<file path="src/rtl/cis_pkg.sv">
package cis_pkg;
  localparam int ADDR_W = 4;
  localparam logic [ADDR_W-1:0] OFF_STATUS = 4'h0;
  localparam logic [ADDR_W-1:0] OFF_CTRL = 4'h4;
  localparam logic [ADDR_W-1:0] OFF_INTR = 4'h8;
  localparam int BIT_TOGGLE = 7;
  localparam int BIT_STAGE = 4;
  localparam int BIT_STALLED = 3;
  localparam int BIT_NAKED = 2;
  localparam int BIT_ERROR = 1;
  localparam int BIT_ACKED = 0;
  localparam int BIT_STALL_REQ = 3;
  localparam int BIT_FIFO_ARMED = 1;
  localparam int BIT_TX_INTR = 0;
  localparam logic [7:0] STATUS_RESET = 8'h00;
  localparam logic [1:0] RESP_OKAY = 2'h0;
  localparam logic [1:0] RESP_SLVERR = 2'h2;
  typedef enum logic [1:0] {
    HS_NONE,
    HS_STALL,
    HS_NAK,
    HS_DATA
  } cis_hs_t;
  typedef struct packed {
    logic in_token;
    logic setup_begin;
    logic setup_done;
    logic status_stage;
    logic tx_done;
    logic host_ack;
    logic tx_error;
  } cis_link_ev_t;
  typedef struct packed {
    logic [3:0] endp;
    logic token_crc_ok;
  } cis_token_t;
endpackage : cis_pkg

</file>
<file path="src/rtl/cis_ctl_in_status.sv">
`timescale 1ns/1ns
// How it works
// - successful setup stage sets the in data toggle to one
// - each successful in data stage inverts the in data toggle
// - toggle zero sends DATA0, toggle one sends DATA1
// - detecting the status stage sets status stage seen
// - start of next setup stage clears status stage seen
// - valid in token with stall request set is answered with STALL
// - in transaction ending in STALL sets the stalled bit
// - valid in token with no armed fifo packet is answered with NAK
// - in transaction ending in NAK sets the not acknowledged bit
// - timeout, stuffing, crc, forced or other error sets error bit
// - stalled, nak and error bits follow latest valid in transaction
// - data sent and host ACK sets the acknowledged bit
// - acknowledged becoming set also sets the transmit interrupt bit
// - start of next setup stage clears the acknowledged bit
// - only acknowledged writable; bits 6,5 reserved; reset clears all
// - software stall request makes next valid in token get STALL
// - acknowledged becoming set clears the fifo armed bit
module cis_ctl_in_status #(
  parameter logic [3:0] CTL_ENDP = 4'h0
) (
  input wire logic aclk,
  input wire logic aresetn,
  input wire logic [cis_pkg::ADDR_W-1:0] s_axi_awaddr,
  input wire logic s_axi_awvalid,
  output logic s_axi_awready,
  input wire logic [31:0] s_axi_wdata,
  input wire logic [3:0] s_axi_wstrb,
  input wire logic s_axi_wvalid,
  output logic s_axi_wready,
  output logic [1:0] s_axi_bresp,
  output logic s_axi_bvalid,
  input wire logic s_axi_bready,
  input wire logic [cis_pkg::ADDR_W-1:0] s_axi_araddr,
  input wire logic s_axi_arvalid,
  output logic s_axi_arready,
  output logic [31:0] s_axi_rdata,
  output logic [1:0] s_axi_rresp,
  output logic s_axi_rvalid,
  input wire logic s_axi_rready,
  input wire cis_pkg::cis_link_ev_t link_ev,
  input wire cis_pkg::cis_token_t token,
  input wire logic fifo_arm_set,
  output cis_pkg::cis_hs_t hs_answer,
  output logic data_pid_one,
  output logic tx_intr
);
  import cis_pkg::*;

  logic toggle_q;
  logic stage_q;
  logic stalled_q;
  logic naked_q;
  logic error_q;
  logic acked_q;
  logic stall_req_q;
  logic armed_q;
  logic intr_q;
  logic in_busy_q;
  logic [7:0] status_w;
  logic [7:0] ctrl_w;
  logic [7:0] intr_w;
  logic token_ok;
  logic in_end;
  logic ack_event;
  logic data_ok;
  logic aw_q;
  logic w_q;
  logic [ADDR_W-1:0] awaddr_q;
  logic [31:0] wdata_q;
  logic [3:0] wstrb_q;
  logic wr_fire;
  logic rd_fire;

  function automatic logic hit(input logic [ADDR_W-1:0] a,
                               input logic [ADDR_W-1:0] off);
    hit = (a[ADDR_W-1:2] == off[ADDR_W-1:2]);
  endfunction : hit

  // link layer has already matched the device address
  assign token_ok = link_ev.in_token && token.token_crc_ok &&
                    (token.endp == CTL_ENDP);
  // in transaction ends on handshake out, data sent, or error
  assign in_end = in_busy_q && (link_ev.tx_done || link_ev.tx_error);
  assign data_ok = link_ev.tx_done && link_ev.host_ack &&
                   (hs_answer == HS_DATA);
  assign ack_event = in_end && data_ok && !link_ev.tx_error;

  always_ff @(posedge aclk) begin
    if (!aresetn) begin
      in_busy_q <= 1'b0;
      hs_answer <= HS_NONE;
    end else if (token_ok) begin
      in_busy_q <= 1'b1;
      if (stall_req_q) begin
        hs_answer <= HS_STALL;
      end else if (!armed_q) begin
        hs_answer <= HS_NAK;
      end else begin
        hs_answer <= HS_DATA;
      end
    end else if (in_end) begin
      in_busy_q <= 1'b0;
      hs_answer <= HS_NONE;
    end
  end

  always_ff @(posedge aclk) begin
    if (!aresetn) begin
      data_pid_one <= 1'b0;
    end else begin
      data_pid_one <= toggle_q;
    end
  end

  always_ff @(posedge aclk) begin
    if (!aresetn) begin
      toggle_q <= 1'b0;
    end else if (link_ev.setup_done) begin
      toggle_q <= 1'b1;
    end else if (ack_event) begin
      toggle_q <= ~toggle_q;
    end
  end

  always_ff @(posedge aclk) begin
    if (!aresetn) begin
      stage_q <= 1'b0;
    end else if (link_ev.status_stage) begin
      stage_q <= 1'b1;
    end else if (link_ev.setup_begin) begin
      stage_q <= 1'b0;
    end
  end

  always_ff @(posedge aclk) begin
    if (!aresetn) begin
      stalled_q <= 1'b0;
      naked_q <= 1'b0;
      error_q <= 1'b0;
    end else if (in_end) begin
      // each outcome overwrites the last one
      stalled_q <= !link_ev.tx_error && hs_answer == HS_STALL;
      naked_q <= !link_ev.tx_error && hs_answer == HS_NAK;
      error_q <= link_ev.tx_error ||
                 (hs_answer == HS_DATA && !link_ev.host_ack);
    end
  end

  // set beats the software clear in the same cycle
  always_ff @(posedge aclk) begin
    if (!aresetn) begin
      acked_q <= 1'b0;
    end else if (ack_event) begin
      acked_q <= 1'b1;
    end else if (link_ev.setup_begin) begin
      acked_q <= 1'b0;
    end else if (wr_fire && hit(awaddr_q, OFF_STATUS) && wstrb_q[0] &&
                 wdata_q[BIT_ACKED]) begin
      acked_q <= 1'b0;
    end
  end

  // write-one-to-clear, same as the status acknowledge bit
  always_ff @(posedge aclk) begin
    if (!aresetn) begin
      intr_q <= 1'b0;
    end else if (ack_event) begin
      intr_q <= 1'b1;
    end else if ((wr_fire && hit(awaddr_q, OFF_STATUS) && wstrb_q[0] &&
                  wdata_q[BIT_ACKED]) ||
                 (wr_fire && hit(awaddr_q, OFF_INTR) && wstrb_q[0] &&
                  wdata_q[BIT_TX_INTR])) begin
      intr_q <= 1'b0;
    end
  end

  always_ff @(posedge aclk) begin
    if (!aresetn) begin
      tx_intr <= 1'b0;
    end else begin
      tx_intr <= intr_q;
    end
  end

  always_ff @(posedge aclk) begin
    if (!aresetn) begin
      stall_req_q <= 1'b0;
    end else if (link_ev.setup_done) begin
      stall_req_q <= 1'b0;
    end else if (wr_fire && hit(awaddr_q, OFF_CTRL) && wstrb_q[0]) begin
      stall_req_q <= wdata_q[BIT_STALL_REQ];
    end
  end

  // hardware clear wins over a software write in the same cycle
  always_ff @(posedge aclk) begin
    if (!aresetn) begin
      armed_q <= 1'b0;
    end else if (ack_event || link_ev.setup_done) begin
      armed_q <= 1'b0;
    end else if (fifo_arm_set) begin
      armed_q <= 1'b1;
    end else if (wr_fire && hit(awaddr_q, OFF_CTRL) && wstrb_q[0]) begin
      armed_q <= wdata_q[BIT_FIFO_ARMED];
    end
  end

  always_comb begin
    status_w = STATUS_RESET;
    status_w[BIT_TOGGLE] = toggle_q;
    status_w[BIT_STAGE] = stage_q;
    status_w[BIT_STALLED] = stalled_q;
    status_w[BIT_NAKED] = naked_q;
    status_w[BIT_ERROR] = error_q;
    status_w[BIT_ACKED] = acked_q;
    ctrl_w = 8'h00;
    ctrl_w[BIT_STALL_REQ] = stall_req_q;
    ctrl_w[BIT_FIFO_ARMED] = armed_q;
    intr_w = 8'h00;
    intr_w[BIT_TX_INTR] = intr_q;
  end

  // axi write side: address and data captured separately, either order
  assign wr_fire = aw_q && w_q && !s_axi_bvalid;

  always_ff @(posedge aclk) begin
    if (!aresetn) begin
      aw_q <= 1'b0;
      awaddr_q <= '0;
    end else if (s_axi_awvalid && s_axi_awready) begin
      aw_q <= 1'b1;
      awaddr_q <= s_axi_awaddr;
    end else if (wr_fire) begin
      aw_q <= 1'b0;
    end
  end

  always_ff @(posedge aclk) begin
    if (!aresetn) begin
      w_q <= 1'b0;
      wdata_q <= '0;
      wstrb_q <= '0;
    end else if (s_axi_wvalid && s_axi_wready) begin
      w_q <= 1'b1;
      wdata_q <= s_axi_wdata;
      wstrb_q <= s_axi_wstrb;
    end else if (wr_fire) begin
      w_q <= 1'b0;
    end
  end

  always_ff @(posedge aclk) begin
    if (!aresetn) begin
      s_axi_awready <= 1'b0;
      s_axi_wready <= 1'b0;
    end else begin
      s_axi_awready <= !aw_q && !(s_axi_awvalid && s_axi_awready) &&
                       !s_axi_bvalid;
      s_axi_wready <= !w_q && !(s_axi_wvalid && s_axi_wready) &&
                      !s_axi_bvalid;
    end
  end

  always_ff @(posedge aclk) begin
    if (!aresetn) begin
      s_axi_bvalid <= 1'b0;
      s_axi_bresp <= RESP_OKAY;
    end else if (wr_fire) begin
      s_axi_bvalid <= 1'b1;
      s_axi_bresp <= (hit(awaddr_q, OFF_STATUS) || hit(awaddr_q, OFF_CTRL) ||
                      hit(awaddr_q, OFF_INTR)) ? RESP_OKAY : RESP_SLVERR;
    end else if (s_axi_bready) begin
      s_axi_bvalid <= 1'b0;
    end
  end

  // read side: one cycle turnaround, arready low while a read is held
  assign rd_fire = s_axi_arvalid && s_axi_arready;

  always_ff @(posedge aclk) begin
    if (!aresetn) begin
      s_axi_arready <= 1'b0;
      s_axi_rvalid <= 1'b0;
      s_axi_rdata <= '0;
      s_axi_rresp <= RESP_OKAY;
    end else if (rd_fire) begin
      s_axi_arready <= 1'b0;
      s_axi_rvalid <= 1'b1;
      s_axi_rresp <= RESP_OKAY;
      if (hit(s_axi_araddr, OFF_STATUS)) begin
        s_axi_rdata <= {24'h000000, status_w};
      end else if (hit(s_axi_araddr, OFF_CTRL)) begin
        s_axi_rdata <= {24'h000000, ctrl_w};
      end else if (hit(s_axi_araddr, OFF_INTR)) begin
        s_axi_rdata <= {24'h000000, intr_w};
      end else begin
        s_axi_rdata <= '0;
        s_axi_rresp <= RESP_SLVERR;
      end
    end else if (s_axi_rvalid) begin
      if (s_axi_rready) begin
        s_axi_rvalid <= 1'b0;
        s_axi_arready <= 1'b1;
      end
    end else begin
      s_axi_arready <= 1'b1;
    end
  end
endmodule : cis_ctl_in_status

</file>
<file path="config.mk">
export PLATFORM = sky130hd
export DESIGN_NAME = cis_ctl_in_status
export DESIGN_NICKNAME = d
export VERILOG_FILES = /design/src/rtl/cis_pkg.sv /design/src/rtl/cis_ctl_in_status.sv
export SDC_FILE = /design/constraint.sdc
export NUM_CORES = 1
export LEC_CHECK = 0
export BUFFER_PORTS_ARGS = -buffer_cell sky130_fd_sc_hd__buf_2
export CAP_MARGIN = 20
export CORE_MARGIN = 2
export CORE_UTILIZATION = 41
export CTS_CLUSTER_SIZE = 20
export DETAILED_ROUTE_END_ITERATION = 10
export GPL_TIMING_DRIVEN = 1
export MAX_ROUTING_LAYER = met4
export PLACE_DENSITY = 0.82
export SYNTH_ARGS = -nofsm -noshare
export SYNTH_HDL_FRONTEND = slang
export SYNTH_SLANG_ARGS = --single-unit
</file>
<file path="constraint.sdc">
create_clock -name aclk -period 3.3 [get_ports aclk]
set_input_delay 0.33 -clock aclk [delete_from_list [all_inputs] [get_ports aclk]]
set_output_delay 0.33 -clock aclk [all_outputs]
set_load 0.1 [all_outputs]
</file>
==> results.md <==
- Setup TNS: 0 ns
- Pin count of the biggest net entering global routing: 27
- Post-Synthesis Cells: 180
- Gr busiest metal: met2
- Via/cell ratio: 4.82
- Most frequent cell after synthesis: dfxtp_1
- RePlAce Congestion: 0.804
- Fin crit period: 1.48 ns
- Post-CTS Setup Bufs: 0
- Syn_area_per_cell: 8.77 um2
- Area delta synth->final: 17.4%
- Worst-Skew Late Latency: 0.29 ns
- Status: completed
- Share of the synthesized area in the top cell type: 44.4%
- Buf/Inv on CP: 1
- I/O Buffers: 44
- Post-synth ARST share: 0%
- Cell area after synthesis: 0.00158 mm2
- DRC: 0
- N_diodes: 0
- RSZ-0062 raised after global routing: false
- H-Tree Depth: 2
- Layout Skew: 0.00406 ns
- Number of global-route vias before repair: 1185
- Unique masters post-synth: 36
- GRT overflow: 0
- Met1 Usage GRT: 17.3%
- CP max-delay cell: buf_2
- Seq/Total Area, Yosys: 44.4%
- Arrival @ worst endpoint: 1.15 ns
- GR Util met2: 25.3%
- Post-CTS Resized: 0
- Synth area leader: dfxtp_1
- Worst-Margin Slew: 0.702 ns
- Max Fclk: 677 MHz
- Largest stage delay on the critical path: 0.46 ns
- Detailed-route via count: 1326
- Post-synthesis register bit count: 35
- Wire length per cell: 11.1 um
- Main area contributors after synthesis: dfxtp_1 (44%), buf_4 (13%), a21oi_1 (6.3%)
- Max_cap viols: 0
- Met3 usage: 4.26%
- Cell Pwr Density: 589 mW/mm2
- Hold Buf Count CTS: 0
- Endpoints failing setup: 0
- Maximum fanout along the worst path: 6
- Die Area: 0.00436 mm2
- Number of synthesized flops with an enable pin: 0
- Fillers: 382
- Antenna Violating Nets Remaining: 0
- Clock sink total: 35
- Row count: 22
- Tot GR Track Use: 15.3%
- Final-stage net count: 290
- Die Span X: 66.0 um
- TritonRoute pass-1 iters: 4
- YS warnings: 0
- Clock Pin Slew Worst Setup and Hold Paths: 0.07 ns
- Final Hold Fails: 0
- I/O pin count: 109
- Most used DFF post-synth: dfxtp_1
- Cts bufs inserted: 5
- P_leak: 0.807 nW
- Final setup margin: 1.82 ns
- Synth top cells by count: dfxtp_1 (35), buf_4 (28), a21oi_1 (20)
- DPL Wire Length: 2320 um
- Setup WS pre-CTS: 1.62 ns
- Layout cell share with drive strength beyond 1: 24.2%
- Clock tree from TritonCTS: done
- Core ar.: 0.00369 mm2
- Drt initial violations: 61
- Crit-path cells: buf_2
- Critical path class: reg -> out
- Maximum VDD drop: 0.311 mV
- Longest Clk Path Bufs: 2
- Initial antenna violation count: 0
- Crit path max-delay family: buffers and inverters
- Starting Density: 42.8%
- Routed wire length: 3050 um
- First-pass GRT wire length: 4930 um
- Root Driver: clkbuf_8
- Tcrit/Tclk final: 44.7%
- Critical Path RT: 2.97 ns
- Pins Over Slew Limit: 0
- Crit start category: flip-flop
- Crit path capture type: primary output
- Worst hold path type: in -> reg
- Max_slew headroom: 52.9%
- Die height: 66.0 um
-- layer usage --
layer  share of wire [%]  up-vias  wire length, um
li1                    -      666                -
met1                  43      595             1300
met2                  47       58             1440
met3                 8.5        7              258
met4                 1.7        0               53
met5                   0        -                0
-- through the flow --
stage / area (um2) / hold slack [ns] / utilization, % / instances / power, mW
finish: 1850 / 0.255 / 50.2 / 275 / 1.09
global route: 1850 / 0.299 / 50.2 / 275 / 1.12
CTS: 1850 / 0.257 / 50.2 / 275 / 1.10
detailed placement: 1730 / 0.449 / 47.0 / 267 / 0.703
global placement: 1730 / 0.438 / 47.0 / 267 / 0.700
floorplan: 1680 / 0.431 / - / 207 / 0.694
-- sequential cells by signal, summed over array words and instances, names as in the netlist, 2 cells and up --
signal,cells
awaddr_q,2
hs_answer,2
s_axi_rdata,6
wdata_q,3
-- worst reg2reg max path: cells and delay by family (launching register included) --
| kind | cells | cell delay [ns] |
|---|---|---|
| and+or+nand+nor | 1 | 0.52 |
| DFF | 1 | 0.35 |
| AOI/OAI and AO/OA | 2 | 0.34 |
-- where the power goes --
part | internal (mW) | total [mW] | switching [mW] | leakage [nW]
registers | 0.436 | 0.448 | 0.0114 | 0.285
clock network | 0.244 | 0.398 | 0.154 | 0.0612
logic | 0.0306 | 0.245 | 0.214 | 0.460
total | 0.711 | 1.09 | 0.380 | 0.807
-- cell usage in the layout, fill, tap and decap left out, types with 5 or more instances in the layout --
cell type	netlist	final
nand2_1	18	18
dfxtp_1	35	35
or3_1	5	5
clkbuf_8	0	6
nor2_1	11	11
buf_2	0	44
conb_1	1	28
nand2b_1	7	7
a21oi_1	20	20
a22oi_1	5	5
nand3_1	7	7
-- cell families (layout without fill, tap and decap cells) --
group                  count (synthesis)  in the layout  share of synthesized area (%)
buffers and inverters                 36             56                           15.2
other                                  1             28                          0.238
muxes                                  4              4                           2.54
and+or+nand+nor                       67             67                           23.4
DFF                                   35             35                           44.4
AOI/OAI and AO/OA                     37             37                           14.2
-- final timing paths --
kind,from,to,slack (ns),depth (start not counted)
worst min-delay path,link_ev[3],stage_q,0.25,3
worst max-delay path,s_axi_wready,s_axi_wready,1.82,1
worst max register to register,in_busy_q,stalled_q,2.01,3
worst min register to register,naked_q,naked_q,0.46,2
-- final cells by class --
cell class / count / area [um2] / area share, %
flip-flops and latches: 35 / 701 / 37.8
well taps: 48 / 60.1 / 3.24
clock buffers: 6 / 82.6 / 4.46
clock inverters: 2 / 35.0 / 1.89
multi-input cells: 136 / 738 / 39.9
repair buffers: 44 / 220 / 11.9
inverters: 4 / 15.0 / 0.811
No activity file was read; power rests on OpenSTA's default activity.
